--- src/common/rch_defines.svh ---
`ifndef RCH_DEFINES_SVH
`define RCH_DEFINES_SVH
`define RCH_OP_RCL 6'h0D
`define RCH_OP_RCR 6'h0C
`define RCH_OP_HUBB 6'h00
`define RCH_COND_ALWAYS 4'hF
`define RCH_CNT_W 5
`define RCH_IMM_BYTE_W 9
`define RCH_ROT_CLKS 3'h4
`define RCH_HUB_MIN 5'h07
`define RCH_HUB_MAX 5'h16
`define RCH_HUB_PERIOD 5'h10
`define RCH_ZERO32 32'h0000_0000
`define RCH_ADDR_PHA 9'h1FC
`define RCH_ADDR_PHB 9'h1FD
`define RCH_ADDR_FQA 9'h1FA
`define RCH_ADDR_FQB 9'h1FB
`define RCH_ADDR_CTA 9'h1F8
`define RCH_ADDR_CTB 9'h1F9
`endif

--- src/common/rch_pkg.sv ---
`default_nettype none
package rch_pkg;
  typedef enum logic [1:0] {
    RCH_IDLE = 2'b00,
    RCH_ROT = 2'b01,
    RCH_HUB = 2'b10,
    RCH_DONE = 2'b11
  } rch_state_type;
  typedef struct packed {
    rch_state_type st;
    logic [4:0] cnt;
    logic [31:0] res;
    logic wr;
    logic [8:0] dst;
    logic zf;
    logic cf;
    logic wz;
    logic wc;
    logic busy;
    logic done;
    logic hub_req;
    logic hub_we;
    logic [15:0] hub_addr;
    logic [7:0] hub_wdata;
  } rch_core_type;
  typedef struct packed {
    logic [31:0] phs;
  } rch_ctr_type;
endpackage
`default_nettype wire

--- src/hw/rch_core.sv ---
`default_nettype none
`include "rch_defines.svh"
module rch_core import rch_pkg::*; (
  input wire logic CLK_SYS, // 125 MHz system clock
  input wire logic RESETN, // async active-low reset
  input wire logic INSTR_VALID, // one-cycle instruction issue pulse
  input wire logic [31:0] INSTR, // instruction word
  input wire logic [31:0] DST_VAL, // destination register value
  input wire logic [31:0] SRC_VAL, // source register value
  input wire logic C_IN, // carry flag before instruction
  input wire logic Z_IN, // zero flag before instruction
  input wire logic [3:0] HUB_SLOT, // hub round-robin slot counter
  input wire logic [3:0] CORE_ID, // this core's hub slot
  input wire logic [7:0] HUB_RDATA, // hub byte read data, valid the cycle after HUB_REQ
  input wire logic CTR_A_EN, // counter a stimulus qualifies accumulate
  input wire logic CTR_B_EN, // counter b stimulus qualifies accumulate
  input wire logic [31:0] CTR_A_INCR, // counter_a_increment register
  input wire logic [31:0] CTR_B_INCR, // counter_b_increment register
  output logic BUSY, // core stalled by this slice
  output logic DONE, // one-cycle completion pulse
  output logic RES_WE, // write destination with RES in DONE cycle
  output logic [8:0] RES_ADDR, // destination register address
  output logic [31:0] RES, // result value
  output logic Z_OUT, // zero flag after instruction
  output logic C_OUT, // carry flag after instruction
  output logic HUB_REQ, // hub access strobe, registered in the cycle after the granted slot
  output logic HUB_WE, // hub byte write
  output logic [15:0] HUB_ADDR, // hub byte address
  output logic [7:0] HUB_WDATA, // hub write byte
  output logic [31:0] PHASE_A, // counter a accumulator
  output logic [31:0] PHASE_B // counter b accumulator
);
  // ----------------------------------------
  // reset release
  // ----------------------------------------
  logic rst_m_r, rst_n_r;
  always_ff @(posedge CLK_SYS or negedge RESETN) begin
    if (!RESETN) begin
      rst_m_r <= 1'b0;
      rst_n_r <= 1'b0;
    end else begin
      rst_m_r <= 1'b1;
      rst_n_r <= rst_m_r;
    end
  end

  // ----------------------------------------
  // helper functions
  // ----------------------------------------
  function automatic logic [31:0] rot_carry(input logic [31:0] d, input logic [4:0] n,
                                            input logic c, input logic left);
    logic [63:0] w;
    w = '0;
    if (left) begin
      w = {d, {32{c}}} << n;
      rot_carry = w[63:32];
    end else begin
      w = {{32{c}}, d} >> n;
      rot_carry = w[31:0];
    end
  endfunction

  function automatic logic is_phase(input logic [8:0] a);
    is_phase = (a == `RCH_ADDR_PHA) || (a == `RCH_ADDR_PHB);
  endfunction

  // ----------------------------------------
  // field decode
  // ----------------------------------------
  logic [5:0] f_op;
  logic f_wz, f_wc, f_wr, f_imm;
  logic [3:0] f_cond;
  logic [8:0] f_dst, f_src;
  assign f_op = INSTR[31:26];
  assign f_wz = INSTR[25];
  assign f_wc = INSTR[24];
  assign f_wr = INSTR[23];
  assign f_imm = INSTR[22];
  assign f_cond = INSTR[21:18];
  assign f_dst = INSTR[17:9];
  assign f_src = INSTR[8:0];

  logic go;
  assign go = INSTR_VALID && (f_cond == `RCH_COND_ALWAYS);

  // ----------------------------------------
  // counters and shadows
  // ----------------------------------------
  logic [31:0] phs_a, phs_b, shadow_rd;
  logic ld_a, ld_b, sh_we;
  rch_core_type s_r, s_nxt;

  assign sh_we = s_r.done && s_r.wr && is_phase(s_r.dst);
  assign ld_a = sh_we && (s_r.dst == `RCH_ADDR_PHA);
  assign ld_b = sh_we && (s_r.dst == `RCH_ADDR_PHB);

  rch_counter u_ctr_a (
    .clk(CLK_SYS),
    .rst_n(rst_n_r),
    .en(CTR_A_EN),
    .incr(CTR_A_INCR),
    .ld(ld_a),
    .ld_val(s_r.res),
    .phs(phs_a)
  );

  rch_counter u_ctr_b (
    .clk(CLK_SYS),
    .rst_n(rst_n_r),
    .en(CTR_B_EN),
    .incr(CTR_B_INCR),
    .ld(ld_b),
    .ld_val(s_r.res),
    .phs(phs_b)
  );

  // shadow read is registered and indexed by the held destination, so a new
  // instruction word on the port cannot disturb an operation in flight
  rch_shadow #(.DEPTH(2)) u_shadow (
    .clk(CLK_SYS),
    .we(sh_we),
    .waddr(s_r.dst[0]),
    .wdata(s_r.res),
    .raddr(s_r.dst[0]),
    .rdata(shadow_rd)
  );

  // ----------------------------------------
  // operand resolution
  // ----------------------------------------
  logic [31:0] src_eff;
  always_comb begin
    if (f_imm) begin
      src_eff = {23'h000000, f_src};
    end else if (f_src == `RCH_ADDR_PHA) begin
      src_eff = phs_a;
    end else if (f_src == `RCH_ADDR_PHB) begin
      src_eff = phs_b;
    end else begin
      src_eff = SRC_VAL;
    end
  end

  // destination held from issue; phase destinations replaced by shadow later
  logic [31:0] dst_hold_r, dst_hold_nxt;
  logic dst_phase_r, dst_phase_nxt;
  logic [4:0] rot_n_r, rot_n_nxt;
  logic rot_left_r, rot_left_nxt, c_hold_r, c_hold_nxt;
  // marks the cycle after a read strobe, when the fetched byte stands on the bus
  logic hub_rd_r, hub_rd_nxt;
  logic [31:0] dst_eff;
  assign dst_eff = dst_phase_r ? shadow_rd : dst_hold_r;

  // ----------------------------------------
  // hub window
  // ----------------------------------------
  logic my_slot;
  assign my_slot = (HUB_SLOT == CORE_ID);

  // ----------------------------------------
  // next state
  // ----------------------------------------
  always_comb begin
    s_nxt = s_r;
    dst_hold_nxt = dst_hold_r;
    dst_phase_nxt = dst_phase_r;
    rot_n_nxt = rot_n_r;
    rot_left_nxt = rot_left_r;
    c_hold_nxt = c_hold_r;
    hub_rd_nxt = 1'b0;
    s_nxt.done = 1'b0;
    s_nxt.hub_req = 1'b0;
    case (s_r.st)
      RCH_IDLE: begin
        if (go) begin
          s_nxt.wz = f_wz;
          s_nxt.wc = f_wc;
          s_nxt.dst = f_dst;
          s_nxt.cnt = 5'h01;
          dst_hold_nxt = DST_VAL;
          dst_phase_nxt = is_phase(f_dst);
          c_hold_nxt = C_IN;
          if (f_op == `RCH_OP_RCL || f_op == `RCH_OP_RCR) begin
            s_nxt.st = RCH_ROT;
            s_nxt.busy = 1'b1;
            s_nxt.wr = f_wr;
            rot_left_nxt = (f_op == `RCH_OP_RCL);
            rot_n_nxt = src_eff[`RCH_CNT_W-1:0];
          end else if (f_op == `RCH_OP_HUBB) begin
            s_nxt.st = RCH_HUB;
            s_nxt.busy = 1'b1;
            s_nxt.hub_we = !f_wr;
            s_nxt.wr = f_wr;
            s_nxt.hub_addr = src_eff[15:0];
            s_nxt.hub_wdata = DST_VAL[7:0];
          end
        end
      end
      RCH_ROT: begin
        s_nxt.cnt = s_r.cnt + 5'h01;
        if ({2'b00, s_r.cnt} == `RCH_ROT_CLKS - 3'h1) begin
          s_nxt.res = rot_carry(dst_eff, rot_n_r, c_hold_r, rot_left_r);
          if (s_r.wz) begin
            s_nxt.zf = (rot_carry(dst_eff, rot_n_r, c_hold_r, rot_left_r)
                        == `RCH_ZERO32);
          end
          if (s_r.wc) begin
            s_nxt.cf = rot_left_r ? dst_eff[31] : dst_eff[0];
          end
          s_nxt.st = RCH_DONE;
        end
      end
      RCH_HUB: begin
        s_nxt.cnt = s_r.cnt + 5'h01;
        // access taken in own slot once the minimum has run, bounded by one rotation
        if ((my_slot && s_r.cnt >= `RCH_HUB_MIN - 5'h02) || s_r.cnt ==
            `RCH_HUB_MAX - 5'h02) begin
          s_nxt.hub_req = 1'b1;
          s_nxt.st = RCH_DONE;
        end
      end
      RCH_DONE: begin
        if (!s_r.hub_req) begin
          if (hub_rd_r) begin
            // the hub answers one cycle after the strobe
            s_nxt.res = {24'h000000, HUB_RDATA};
            if (s_r.wz) begin
              s_nxt.zf = (HUB_RDATA == 8'h00);
            end
          end
          s_nxt.done = 1'b1;
          s_nxt.busy = 1'b0;
          s_nxt.st = RCH_IDLE;
        end else begin
          hub_rd_nxt = !s_r.hub_we;
          if (s_r.wc) begin
            s_nxt.cf = 1'b0;
          end
        end
      end
      default: begin
        s_nxt.st = RCH_IDLE;
      end
    endcase
    if (s_r.st == RCH_IDLE && go && !(f_op == `RCH_OP_RCL || f_op == `RCH_OP_RCR ||
        f_op == `RCH_OP_HUBB)) begin
      s_nxt.zf = Z_IN;
    end
    if (s_r.st == RCH_IDLE && go) begin
      s_nxt.zf = Z_IN;
      s_nxt.cf = C_IN;
    end
  end

  // ----------------------------------------
  // registers
  // ----------------------------------------
  always_ff @(posedge CLK_SYS or negedge rst_n_r) begin
    if (!rst_n_r) begin
      s_r <= '0;
      dst_hold_r <= '0;
      dst_phase_r <= 1'b0;
      rot_n_r <= '0;
      rot_left_r <= 1'b0;
      c_hold_r <= 1'b0;
      hub_rd_r <= 1'b0;
    end else begin
      s_r <= s_nxt;
      dst_hold_r <= dst_hold_nxt;
      dst_phase_r <= dst_phase_nxt;
      rot_n_r <= rot_n_nxt;
      rot_left_r <= rot_left_nxt;
      c_hold_r <= c_hold_nxt;
      hub_rd_r <= hub_rd_nxt;
    end
  end

  logic [31:0] pha_r, phb_r;
  always_ff @(posedge CLK_SYS or negedge rst_n_r) begin
    if (!rst_n_r) begin
      pha_r <= '0;
      phb_r <= '0;
    end else begin
      pha_r <= phs_a;
      phb_r <= phs_b;
    end
  end

  // ----------------------------------------
  // write-back strobe
  // ----------------------------------------
  // registered beside done so the strobe leaves a flip-flop like every output
  logic res_we_r;
  always_ff @(posedge CLK_SYS or negedge rst_n_r) begin
    if (!rst_n_r) begin
      res_we_r <= 1'b0;
    end else begin
      res_we_r <= s_nxt.done && s_nxt.wr;
    end
  end

  // ----------------------------------------
  // outputs
  // ----------------------------------------
  assign BUSY = s_r.busy;
  assign DONE = s_r.done;
  assign RES_WE = res_we_r;
  assign RES_ADDR = s_r.dst;
  assign RES = s_r.res;
  assign Z_OUT = s_r.zf;
  assign C_OUT = s_r.cf;
  assign HUB_REQ = s_r.hub_req;
  assign HUB_WE = s_r.hub_we;
  assign HUB_ADDR = s_r.hub_addr;
  assign HUB_WDATA = s_r.hub_wdata;
  assign PHASE_A = pha_r;
  assign PHASE_B = phb_r;
endmodule
`default_nettype wire

--- src/hw/rch_counter.sv ---
`default_nettype none
`include "rch_defines.svh"
module rch_counter import rch_pkg::*; (
  input wire logic clk, // system clock
  input wire logic rst_n, // synchronised reset
  input wire logic en, // accumulate enable from stimulus
  input wire logic [31:0] incr, // increment value
  input wire logic ld, // write-back into accumulator
  input wire logic [31:0] ld_val, // value written back
  output logic [31:0] phs // live accumulator
);
  rch_ctr_type s_r, s_nxt;
  always_comb begin
    s_nxt = s_r;
    if (ld) begin
      s_nxt.phs = ld_val;
    end else if (en) begin
      s_nxt.phs = s_r.phs + incr;
    end
  end
  always_ff @(posedge clk or negedge rst_n) begin
    if (!rst_n) begin
      s_r <= '0;
    end else begin
      s_r <= s_nxt;
    end
  end
  assign phs = s_r.phs;
endmodule
`default_nettype wire

--- src/hw/rch_shadow.sv ---
`default_nettype none
`include "rch_defines.svh"
module rch_shadow import rch_pkg::*; #(
  parameter int DEPTH = 2
) (
  input wire logic clk, // system clock
  input wire logic we, // write strobe
  input wire logic [$clog2(DEPTH)-1:0] waddr, // write index
  input wire logic [31:0] wdata, // write data
  input wire logic [$clog2(DEPTH)-1:0] raddr, // read index
  output logic [31:0] rdata // registered read data
);
  logic [31:0] mem [DEPTH];
  always_ff @(posedge clk) begin
    if (we) begin
      mem[waddr] <= wdata;
    end
    rdata <= mem[raddr];
  end
endmodule
`default_nettype wire

--- config.mk ---
export PLATFORM = sky130hd
export DESIGN_NAME = rch_core
export DESIGN_NICKNAME = d
export VERILOG_FILES = /design/src/common/rch_pkg.sv /design/src/hw/rch_core.sv /design/src/hw/rch_counter.sv /design/src/hw/rch_shadow.sv
export VERILOG_INCLUDE_DIRS = /design/src /design/src/common
export SDC_FILE = /design/constraint.sdc
export NUM_CORES = 1
export LEC_CHECK = 0
export BUFFER_PORTS_ARGS = -buffer_cell sky130_fd_sc_hd__buf_2
export CAP_MARGIN = 5
export CORE_MARGIN = 2
export CORE_UTILIZATION = 45
export DETAILED_ROUTE_END_ITERATION = 7
export HOLD_SLACK_MARGIN = 0.03
export PLACE_DENSITY = 0.62
export SYNTH_ARGS = -nofsm -noshare
export SYNTH_HDL_FRONTEND = slang
export SYNTH_SLANG_ARGS = --single-unit
--- constraint.sdc ---
create_clock -name CLK_SYS -period 21.6 [get_ports CLK_SYS]
set_clock_uncertainty 0.2 [all_clocks]
set_input_delay 4.32 -clock CLK_SYS [delete_from_list [all_inputs] [get_ports CLK_SYS]]
set_output_delay 4.32 -clock CLK_SYS [all_outputs]
set_load 0.005 [all_outputs]
## After elaboration in Yosys (flattened, before gate mapping)

Memories as Yosys holds them, arrays and structs flattened. A register that Yosys moved wholly into a read port is not among the register bits.
Index checks and enable logic that the tools add are counted.

| word-level totals | value |
|---|---|
| register bits | 253 |
| memories | 1 |
| bits in writable memories | 64 |
| word-level logic and storage cells | 156 |

Memories:

| memory | words | width | read ports | clocked after Yosys merged registers in | wr ports | RTL line | source |
|---|---|---|---|---|---|---|---|
| u_shadow.mem | 2 | 32 | 1 | 1 | 1 | rch_shadow.sv:13 | `logic [31:0] mem [DEPTH];` |

| cells by class | value |
|---|---|
| bitwise logic cells | 1 |
| magnitude comparators | 1 |
| shift operators | 2 |
| multiplexer cells | 52 |
| add/sub/neg operators | 3 |
| equality and inequality tests | 30 |
| reduce and logical (&&, ||, !) cells | 38 |

Operators with widths:

| kind | count |
|---|---|
| 32-bit 2-to-1 mux | 12 |
| 32-bit adder | 2 |
| 32-bit case mux with 2 select lines | 1 |
| 64-bit by 5-bit << shifter with 64-bit output | 1 |
| 64-bit by 5-bit right shift with 32-bit output | 1 |
| 9-bit == test, second input constant | 6 |
| 16-bit 2-to-1 mux | 3 |
| 32-bit zero test | 1 |
| 1-bit 2-to-1 mux | 21 |
| 10-bit 2-to-1 mux | 2 |
| 4-bit != test, second input constant | 5 |
| 2-bit 2-to-1 mux | 8 |
| 6-bit by 4-bit == test with 1-bit output, second input constant | 2 |
| 3-bit != test, second input constant | 4 |
| 4-bit AND reduction | 3 |
| 2-bit != test, second input constant | 5 |
| 5-bit case mux with 2 select lines | 1 |
| 5-bit AND reduction | 2 |
| 2-bit nonzero test | 5 |
| 1-bit logical AND | 9 |
| 8-bit zero test | 1 |
| 2-bit case mux with 4 select lines | 1 |
| 7-bit 2-to-1 mux | 1 |
| 6-bit zero test | 1 |
| 21 further kinds | 29 |

## Depth between registers and ports, before layout

Gate-level depths: netlist (run 1).

| depth | value |
|---|---|
| word-level depth | 12 |
| mapped depth | 18 |
| mapped depth without buffers | 16 |

## Hierarchy

From an unflattened synthesis (run 1), not the netlist that was laid out.

| unflattened totals | value |
|---|---|
| cell total of the unflattened synthesis | 2335 |
| area, all modules | 23492.5 µm² |

Modules (own cells, without submodules):

| module | cells each | times used | area each (µm²) |
|---|---|---|---|
| rch_core | 1481 | 1 | 14099.8 |
| rch_counter | 360 | 2 | 3136.8 |
| rch_shadow | 134 | 1 | 3119.2 |

## Least setup slack after synthesis (run 1)

No wires, ideal clock.

| timing | value |
|---|---|
| path type | input port to flip-flop |
| start point | input port CTR_A_INCR[2] |
| end point | register u_ctr_a.s_r (netlist bit u_ctr_a.phs[31]) |
| library setup time | 77 ps |
| buffers on the path | 0 |
| stages | 14 |
| data arrival time | 7239 ps |
| slack | 14083 ps |
| data required time | 21323 ps |
| path through | ha_1 -> and3_1 -> a221oi_1 -> nor4_1 -> o31ai_1 -> o22ai_1 -> o41ai_1 -> o21ai_0 -> a21o_1 -> a21oi_1 -> xnor2_1 -> nand2_1 -> xor2_1 -> a21oi_1 |

| between the ends | value |
|---|---|
| longest elaborated chain between the ends | 3 |

RTL lines:

| element | RTL line | source |
|---|---|---|
| from (decl) | rch_core.sv:17 | `input wire logic [31:0] CTR_A_INCR,` |
| 32-bit adder | rch_counter.sv:18 | `s_nxt.phs = s_r.phs + incr;` |
| 32-bit 2-to-1 mux | rch_counter.sv:17 | `end else if (en) begin` |
| 32-bit 2-to-1 mux | rch_counter.sv:15 | `if (ld) begin` |
| to (signal assigned) | rch_counter.sv:25 | `s_r <= s_nxt;` |
| to (decl) | rch_counter.sv:12 | `rch_ctr_type s_r, s_nxt;` |

No other way between the ends. The select of a mux whose other input is x is not followed.
A chain may end at the register's enable or synchronous reset.

## Worst setup path after layout (run 1)

| timing | value |
|---|---|
| start point | input port CTR_A_INCR[6] |
| end point | register u_ctr_a.s_r (netlist bit u_ctr_a.phs[31]) |

Same word-level chain as after synthesis.

==> reports/results.ini, run 1 <==
[yosys]
synthArstFlopShare = 0.725
synth_edf_count = 64
yosys.cell_types.count = 82
synth_top_area_share = 0.287
synthCells = 2210
syn_nets = 2464
ys_ff_latch = 349
yosysSeqAreaShare = 0.403
ys.flop_type = dfrtp_1
syn_area_per_cell_um2 = 9.98
synth_area_mm2 = 0.0221
synth_common_cells = nand2_1 (302), dfrtp_1 (253), nor2_1 (252)
yosysTopAreaCell = dfrtp_1
synth_area_leaders = dfrtp_1 (29%), mux4_2 (10%), edfxtp_1 (8.7%)
synth_most_common_cell = nand2_1
yosys_warnings = 0

[setup_path]
cp_top_family = compound AO/OA/AOI/OAI gates
reg2regPathDepth = 13
crit_path_end = u_ctr_a.phs[31]
cp-end-kind = flip-flop
path_buf_inv = 1
critPathLaunchType = primary input
critPathMaxFanout = 4
ff2ff_setup_slack_ns = 15.83
r2r-start = dst_phase_r
r2r_end = Z_OUT
worst-path-stages = 15
worstPathRequired_ns = 21.84
slowest_delay_ns = 0.63
slowest_stage = o41ai_1
worstSetupPathType = primary input to flip-flop
crit_top_cell = a21oi_1
path_cells = buf_2, ha_1, or3_1, a221oi_1, nor4_1, o31ai_1, o22ai_1, o41ai_1, o21ai_0, a21o_1, a21oi_1, xnor2_1, nand2_1, xor2_1, a21oi_1
crit_arrival_ns = 8.24
crit_path_start = CTR_A_INCR[6]

[timing]
fin_crit_ns = 8.00
setup_ws_ns = 13.60
setup_viol = 0
fin_tns_setup_ns = 0
finalHoldViolCount = 0
worst_slew_pin_slew_ns = 1.12
slew_headroom = 0.253
fmax_mhz = 125
period_share = 0.371
rsz0062_at_grt = false
holdWs_ns = 0.108
slew_violations = 0

[placement]
gp_congestion = 0.968
hpwl_mm = 52.2
io_buffers = 302
pre_cts_slack_ns = 13.12
dp.cells = 2962
placed_cell_area_mm2 = 0.0235

[power]
combPwrFrac = 0.432
power.leakage_nw = 11.1
switching_power_mw = 1.30
p_clk_frac = 0.226
cell_internal_pwr_mw = 1.98
p_per_area_mw_per_mm2 = 132
switching_share = 0.396
pwr-share-seq = 0.342
peakVddDrop_mv = 0.0601

[detailed_routing]
wl_met2_mm = 33.3
wl_met1_mm = 30.5
first_iter_violations = 1484
firstDrtPassIters = 7
dr_wl_met3_mm = 4.79
avgRoutedWirePerCell_um = 23.0
dr.max_layer_used = met5
vias_per_cell = 5.94
drc_errors = 0
postRouteAntennaNets = 0
num_vias = 18100
wl_mm = 70.1

[clocking]
cts_buffers = 41
clk_latency_ns = 0.59
tritoncts = yes
clk_pin_slew_ns = 0.06
ctsHoldBuffers = 0
h-tree-depth = 2
postCtsSetupBuffers = 0
clock-root-buffer = clkbuf_16
clock_path_buffers = 3
clock-sinks = 349
cts.repair.resized = 0

[die]
start_util = 0.454
die_w_um = 225
num_rows = 81
die_y_um = 225
core_area_mm2 = 0.0486
die_area_mm2 = 0.0508
io_pins = 319

[cells_and_area]
layout.cells.non_filler = 3041
syn_to_final_growth_pct = 13.1
num-nets-final = 2637
final_cell_area_mm2 = 0.0250
drive_above_1_share = 0.248
num-fill-cells = 4488

[min_path]
hp-class = flip-flop to async pin

[grt]
grt_use_total = 0.276
grt_first_pass_wirelength_mm = 107
antenna_found_initial = 4
grt_max_degree = 75
overflow = 0
grt_pass1_vias = 17500

[run_status]
status = finished clean

[flow_run]
drv_cap = 0

cells by family after synthesis:
family                     synth area share
AOI/OAI and AO/OA                     0.142
xor gates and xnor gates             0.0218
adders and majority gates            0.0409
buffers and inverters                0.0564
DFF                                   0.403
muxes                                 0.201
other                              0.000170
and+or+nand+nor                       0.135
area by class of cell:
class | instances | area (µm²) | share of cell area
clock buffer | 54 | 1150 | 0.0459
clock inverter | 22 | 322 | 0.0129
tap | 622 | 778 | 0.0312
inverter | 32 | 120 | 0.00481
sequential | 349 | 8910 | 0.357
multi-input combinational | 1626 | 11900 | 0.478
timing repair buffer | 333 | 1740 | 0.0699
antenna | 3 | 7.51 | 0.000301
stage by stage:
step                      power [mW]   util
after detailed placement        2.53  0.483
after global placement          2.50  0.483
after global routing            3.50  0.513
final                           3.29  0.513
after floorplan                 2.06      -
after CTS                       3.29  0.513
worst reg2reg max path, cell delays in order, from the launching register on:
cell and delay, ns:
dfrtp_4 0.84, buf_4 0.77, mux4_2 0.67, mux2i_1 0.41, nor2_1 0.08, nor3_1 0.21, nor3_1 0.07, o31a_1 0.38
or2_2 0.33, or4_4 0.48, nor4b_2 0.39, nor4b_2 0.60, nor4_1 0.12, o21ai_1 0.16
per-layer routing:
layer / global-route usage / vias to the layer above
met4: 0.0681 / 2
li1: - / 8356
met2: 0.450 / 715
met3: 0.0469 / 96
met1: 0.384 / 8887
met5: 0 / -
placed cells by master, fill, tap and decap left out, types with 42 or more instances in the layout:
cell type,count
dfrtp_1,248
nand2_1,300
buf_2,302
clkbuf_16,42
mux2i_1,109
mux4_2,98
a21oi_1,188
mux2_2,78
o21ai_0,116
nor2_1,249
edfxtp_1,64
ha_1,69
power groups by stage:
stage | clock network [mW] | logic, mW | registers, mW
4_1_cts | 0.758 | 1.41 | 1.13
5_1_grt | 0.786 | 1.56 | 1.15
3_3_place_gp | 0 | 1.37 | 1.13
2_1_floorplan | 0 | 1.02 | 1.04
6_report | 0.742 | 1.42 | 1.13
3_5_place_dp | 0 | 1.40 | 1.14
registers in the layout, indices dropped and copies added (netlist names), 5 cells and up:
name            flops
RES                32
s_r                10
rot_n_r             5
HUB_ADDR           16
u_ctr_b.phs        32
HUB_WDATA           8
PHASE_B            32
u_ctr_a.phs        32
u_shadow.rdata     32
u_shadow.mem       64
dst_hold_r         32
RES_ADDR            9
PHASE_A            32
worst min-delay path by stage:
stage                        from         endpoint  slack (ns)  depth (start not counted)
after detailed placement  rst_n_r     HUB_ADDR[10]        0.13                          0
after global routing      rst_n_r  u_ctr_a.phs[14]        0.16                          0
after CTS                 rst_n_r  u_ctr_a.phs[14]        0.12                          0
final                     rst_n_r     HUB_ADDR[10]        0.11                          0
after floorplan           rst_m_r          rst_n_r        0.13                          0
after global placement    rst_n_r     HUB_ADDR[10]        0.12                          0
(Power assumes the default switching activity.)
==> run 2: changes to the inputs <==
==> constraint.sdc (replaced) <==
create_clock -name CLK_SYS -period 7.7 [get_ports CLK_SYS]
set_clock_uncertainty 0.2 [all_clocks]
set_input_delay 1.54 -clock CLK_SYS [delete_from_list [all_inputs] [get_ports CLK_SYS]]
set_output_delay 1.54 -clock CLK_SYS [all_outputs]
set_load 0.005 [all_outputs]
==> run 2 against run 1 <==
Against the previous run: via count is 0.31% lower; worst hold slack improved by 0.047 ns; worst setup slack got worse by 11 ns; first-iteration DRC count is 6.7% lower; combinational power grew to 2.8 times the previous value; global-route usage hardly changed; critical path type is now flip-flop to flip-flop; critical endpoint is now Z_OUT.
==> reports/results.ini, run 2 (same netlist as run 1, synthesis figures left out) <==
[run_status]
status = finished clean

[min_path]
hp-class = flip-flop to flip-flop
hold_depth = 0
holdPathEnd = rst_n_r
hp-start = rst_m_r

[cells_and_area]
regMostFlops = u_shadow.mem
largest_reg_flops = 64
layout_common_cells = buf_2 (302), nand2_1 (300), nor2_1 (249)
layout_commonest_cell = buf_2
num-nets-final = 2635
syn_to_final_growth_pct = 13.2
drive_above_1_share = 0.247
num-fill-cells = 4517

[setup_path]
cp-end-kind = flip-flop
ff2ff_setup_slack_ns = 2.11
path_cells = buf_4, mux4_2, mux2_2, nand2_1, o311a_1, nor3_1, o31a_1, or2_2, or4_4, nor4b_2, nor4b_2, nor4_1, o21ai_1
r2r_end = Z_OUT
critPathMaxFanout = 64
r2r-start = rot_n_r[0]
crit_arrival_ns = 5.89
critPathLaunchType = flip-flop
worstPathRequired_ns = 8.00
reg2regPathDepth = 13
worstSetupPathType = flip-flop to flip-flop
slowest_stage = dfrtp_4
crit_top_cell = nor4b_2
slowest_delay_ns = 1.04

[placement]
pre_cts_slack_ns = 1.99
hpwl_mm = 52.2
io_buffers = 302
gp_congestion = 0.931

[clocking]
clk_latency_ns = 0.58
clk_pin_slew_ns = 0.06
clock-root-buffer = clkbuf_16
tritoncts = yes
h-tree-depth = 2
clock-sinks = 349
cts.repair.resized = 0
postCtsSetupBuffers = 0
clock_path_buffers = 3
cts_buffers = 40
ctsHoldBuffers = 0

[flow_run]
drv_cap = 0

[power]
power.leakage_nw = 11.1
cell_internal_pwr_mw = 5.57
switching_share = 0.396
combPwrFrac = 0.430
switching_power_mw = 3.66
peakVddDrop_mv = 0.212
p_clk_frac = 0.227
pwr-share-seq = 0.344
p_per_area_mw_per_mm2 = 370

[die]
die_y_um = 225
num_rows = 81
die_area_mm2 = 0.0508
io_pins = 319
die_w_um = 225
start_util = 0.454
core_area_mm2 = 0.0486

[detailed_routing]
vias_per_cell = 5.92
postRouteAntennaNets = 0
avgRoutedWirePerCell_um = 23.1
firstDrtPassIters = 7
wl_mm = 70.3
drc_errors = 0
num_vias = 18000
first_iter_violations = 1384

[grt]
antenna_found_initial = 5
grt_use_total = 0.276
grt_pass1_vias = 17300
grt_max_degree = 150
overflow = 0
grt_first_pass_wirelength_mm = 107

[timing]
fin_crit_ns = 5.59
finalHoldViolCount = 0
fmax_mhz = 179
period_share = 0.726
setup_viol = 0
worst_slew_pin_slew_ns = 1.10
fin_tns_setup_ns = 0
setup_ws_ns = 2.11
slew_violations = 0
rsz0062_at_grt = false
slew_headroom = 0.264

run 2: cell types whose count changed in the layout (fill, tap and decap cells not counted), sizes merged:
cell    previous run  this run
diode              3         5
clkbuf            54        50
inv               32        35
bufinv             6         8
clkinv            13        10
buf              333       332
run 2: how the worst max path moves through the flow:
stage | from | end | slack (ns)
2_1_floorplan | CTR_A_INCR[2] | u_ctr_a.phs[31] | 2.96
3_3_place_gp | CTR_A_INCR[2] | u_ctr_a.phs[31] | 2.07
3_5_place_dp | CTR_A_INCR[2] | u_ctr_a.phs[31] | 1.99
4_1_cts | rot_n_r[0] | Z_OUT | 2.18
5_1_grt | rot_n_r[0] | Z_OUT | 1.86
6_report | rot_n_r[0] | Z_OUT | 2.11
run 2: critical path, delay by kind of cell, from the launching register on:
| family | cells | cell delay (ns) |
|---|---|---|
| AO/OA/AOI/OAI | 3 | 0.77 |
| buffers and inverters | 1 | 0.50 |
| flip-flops | 1 | 1.04 |
| multiplexers | 2 | 0.87 |
| AND/OR/NAND/NOR | 7 | 2.07 |
run 2: layout make-up:
type                       instances  area, µm²  share of cell area
multi-input combinational       1626      11900               0.478
sequential                       349       8910               0.357
timing repair buffer             332       1760              0.0706
clock buffer                      50       1070              0.0428
tap                              622        778              0.0312
clock inverter                    24        380              0.0152
inverter                          32        120             0.00481
antenna                            5       12.5            0.000501
run 2: metrics by stage:
stage                      util  instance area, µm²  cells  total power, mW  hold slack [ns]
after floorplan               -               22100   2210             5.78            0.131
after global placement    0.483               23500   2961             7.01            0.137
after detailed placement  0.483               23500   2961             7.11            0.145
after CTS                 0.513               25000   3035             9.24            0.159
after global routing      0.513               25000   3040             9.82            0.164
final                     0.513               25000   3040             9.23            0.156
run 2: power by group through the flow:
stage	Combinational, mW	Clock [mW]	Sequential [mW]
global placement	3.84	0	3.18
detailed placement	3.90	0	3.20
floorplan	2.87	0	2.91
global route	4.36	2.21	3.25
finish	3.97	2.09	3.17
CTS	3.93	2.14	3.17
run 2: routing by layer:
metal | GRT usage | up-vias | part of all wire
li1 | - | 8365 | -
met1 | 0.383 | 8888 | 0.44
met2 | 0.441 | 641 | 0.47
met3 | 0.0489 | 106 | 0.063
met4 | 0.0908 | 0 | 0.031
met5 | 0 | - | 0
==> run 3: changes to the inputs <==
--- a/config.mk
+++ b/config.mk
@@ -6,13 +6,14 @@
 export SDC_FILE = /design/constraint.sdc
 export NUM_CORES = 1
 export LEC_CHECK = 0
+export ABC_AREA = 1
 export BUFFER_PORTS_ARGS = -buffer_cell sky130_fd_sc_hd__buf_2
 export CAP_MARGIN = 5
 export CORE_MARGIN = 2
 export CORE_UTILIZATION = 45
 export DETAILED_ROUTE_END_ITERATION = 7
 export HOLD_SLACK_MARGIN = 0.03
-export PLACE_DENSITY = 0.62
+export PLACE_DENSITY = 0.63
 export SYNTH_ARGS = -nofsm -noshare
 export SYNTH_HDL_FRONTEND = slang
 export SYNTH_SLANG_ARGS = --single-unit
==> constraint.sdc (replaced) <==
create_clock -name CLK_SYS -period 5.8 [get_ports CLK_SYS]
set_clock_uncertainty 0.2 [all_clocks]
set_input_delay 1.16 -clock CLK_SYS [delete_from_list [all_inputs] [get_ports CLK_SYS]]
set_output_delay 1.16 -clock CLK_SYS [all_outputs]
set_load 0.005 [all_outputs]
==> run 3 against run 2 <==
Against the previous run: worst setup slack got worse by 0.44 ns; register-to-register slack worse by 0.44 ns; maximum frequency rose by 35%; die area shrank 6.6%; cell count up 16%; critical endpoint is now u_ctr_a.phs[25].
==> reports/results.ini, run 3 <==
[run_status]
status = finished clean

[setup_path]
worstPathRequired_ns = 6.07
cp-end-kind = flip-flop
worstSetupPathType = flip-flop to flip-flop
critPathMaxFanout = 35
crit_arrival_ns = 4.40
reg2regPathDepth = 9
critPathLaunchType = flip-flop

[yosys]
syn_nets = 2953
synth_common_cells = nand2_1 (743), nand3_1 (479), dfrtp_1 (253)
synthArstFlopShare = 0.725
synth_edf_count = 64
synth_area_mm2 = 0.0206
synth_top_family_by_area = simple AND/OR/NAND/NOR gates
yosys_warnings = 0
syn_area_per_cell_um2 = 7.62
synth_most_common_cell = nand2_1
ys.flop_type = dfrtp_1
yosysSeqAreaShare = 0.432
yosys.area_share.xor_xnor = 0.0183
yosys.cell_types.count = 54
synth_area_leaders = dfrtp_1 (31%), nand2_1 (14%), nand3_1 (12%)
synthCells = 2699
synthMuxAreaShare = 0
synth_simple_gate_area_share = 0.290
ys_ff_latch = 349
yosysTopAreaCell = dfrtp_1
synth_compound_area_frac = 0.121
synth_top_area_share = 0.308
synthAdderAreaFrac = 0.0439

[detailed_routing]
firstDrtPassIters = 5
wl_mm = 74.3
avgRoutedWirePerCell_um = 21.1
dr_wl_met3_mm = 5.53
vias_per_cell = 5.67
drc_errors = 0
wl_met1_mm = 32.4
wl_met2_mm = 33.9
first_iter_violations = 1953
num_vias = 20000
postRouteAntennaNets = 0
dr.max_layer_used = met4

[clocking]
postCtsSetupBuffers = 0
ctsHoldBuffers = 0
cts_buffers = 41
clk_pin_slew_ns = 0.07
clock-root-buffer = clkbuf_16
cts.repair.resized = 0
clock-sinks = 349
tritoncts = yes
h-tree-depth = 2
clock_path_buffers = 3
clk_latency_ns = 0.56

[power]
p_clk_frac = 0.229
peakVddDrop_mv = 0.250
cell_internal_pwr_mw = 7.05
power.leakage_nw = 11.8
switching_power_mw = 5.47
p_per_area_mw_per_mm2 = 532
combPwrFrac = 0.444
pwr-share-seq = 0.327
switching_share = 0.437

[die]
io_pins = 319
die_area_mm2 = 0.0474
die_w_um = 218
core_area_mm2 = 0.0453
die_y_um = 218
start_util = 0.454
num_rows = 78

[placement]
io_buffers = 302
placed_cell_area_mm2 = 0.0220
hpwl_mm = 56.1
pre_cts_slack_ns = 1.68
gp_congestion = 0.961
dp.cells = 3443

[grt]
antenna_found_initial = 6
grt_pass1_vias = 19300
overflow = 0
grt_use_total = 0.311
grt_first_pass_wirelength_mm = 113
grt_max_degree = 175

[min_path]
hp-class = flip-flop to async pin

[timing]
period_share = 0.711
worst_slew_pin_slew_ns = 1.16
setup_viol = 0
finalHoldViolCount = 0
fin_crit_ns = 4.13
fin_tns_setup_ns = 0
setup_ws_ns = 1.67
fmax_mhz = 242
rsz0062_at_grt = false
slew_violations = 0
slew_headroom = 0.225

[cells_and_area]
layout.cells.non_filler = 3525
largest_reg_flops = 64
num-fill-cells = 4499
drive_above_1_share = 0.145
regMostFlops = u_shadow.mem
final_cell_area_mm2 = 0.0235
num-nets-final = 3140
layout_common_cells = nand2_1 (743), nand3_1 (479), buf_2 (302)
layout_commonest_cell = nand2_1
syn_to_final_growth_pct = 14.4

[flow_run]
drv_cap = 0

==> run 3: cell count changes in the layout (fill, tap and decap cells not counted), sizes merged, moves of 78 or more <==
cell and change:
nand3 +467, mux2i -109, mux4 -108, nand2 +442, mux2 -78, inv +200
nor2 -130
==> run 3: cells by family (layout without fill, tap and decap cells) <==
kind of cell	Yosys count	count (layout)
buffers and inverters	420	640
AO/OA/AOI/OAI	422	422
other	1	7
adder cells (fa/ha/maj)	71	71
XOR/XNOR	43	43
flip-flops	349	349
AND/OR/NAND/NOR	1393	1393
==> run 3: through the flow <==
step	power, mW	hold WS [ns]	utilization
CTS	12.5	0.0427	0.520
floorplan	7.65	0.131	-
detailed placement	9.57	0.0352	0.486
global route	13.4	0.0599	0.520
global placement	9.51	0.0320	0.486
finish	12.5	0.0295	0.520
==> run 3: final timing paths <==
| check | startpoint | end | slack, ns |
|---|---|---|---|
| max | RES_ADDR[0] | u_ctr_a.phs[25] | 1.67 |
| min | rst_n_r | BUSY | 0.03 |
| max reg2reg | RES_ADDR[0] | u_ctr_a.phs[25] | 1.67 |
| min reg2reg | rst_n_r | BUSY | 0.03 |
| max in group asynchronous | rst_n_r | PHASE_B[10] | 3.97 |
| min in group CLK_SYS | rst_m_r | rst_n_r | 0.16 |
==> run 3: routing by layer <==
metal  global-route usage  vias to the layer above
li1                     -                     9403
met1                0.430                     9597
met2                0.498                      881
met3               0.0431                      120
met4                0.111                        0
met5                    0                        -
==> run 3: final cells by class <==
| type | count | area, µm² | share of cell area |
|---|---|---|---|
| Sequential cell | 349 | 8900 | 0.378 |
| Inverter | 237 | 897 | 0.0381 |
| Clock inverter | 23 | 340 | 0.0145 |
| Tap cell | 600 | 751 | 0.0319 |
| Multi-Input combinational cell | 1930 | 9760 | 0.415 |
| Timing Repair Buffer | 327 | 1710 | 0.0727 |
| Antenna cell | 6 | 15.0 | 0.000638 |
| Clock buffer | 53 | 1170 | 0.0498 |
==> run 3: power by group through the flow <==
stage	registers (mW)	clock network [mW]	logic, mW
after floorplan	3.79	0	3.85
after global placement	4.11	0	5.40
after detailed placement	4.11	0	5.45
after CTS	4.10	2.91	5.49
after global routing	4.17	3.00	6.20
final	4.10	2.87	5.56
==> run 3: worst max-delay path: stages (launching register included) <==
cell	delay, ns
dfrtp_1	0.33
buf_4	0.38
inv_2	0.41
nand2_1	0.21
inv_1	0.09
nor2_1	0.66
clkinv_1	1.07
a21oi_1	0.40
o21ai_0	0.15
o211ai_1	0.11
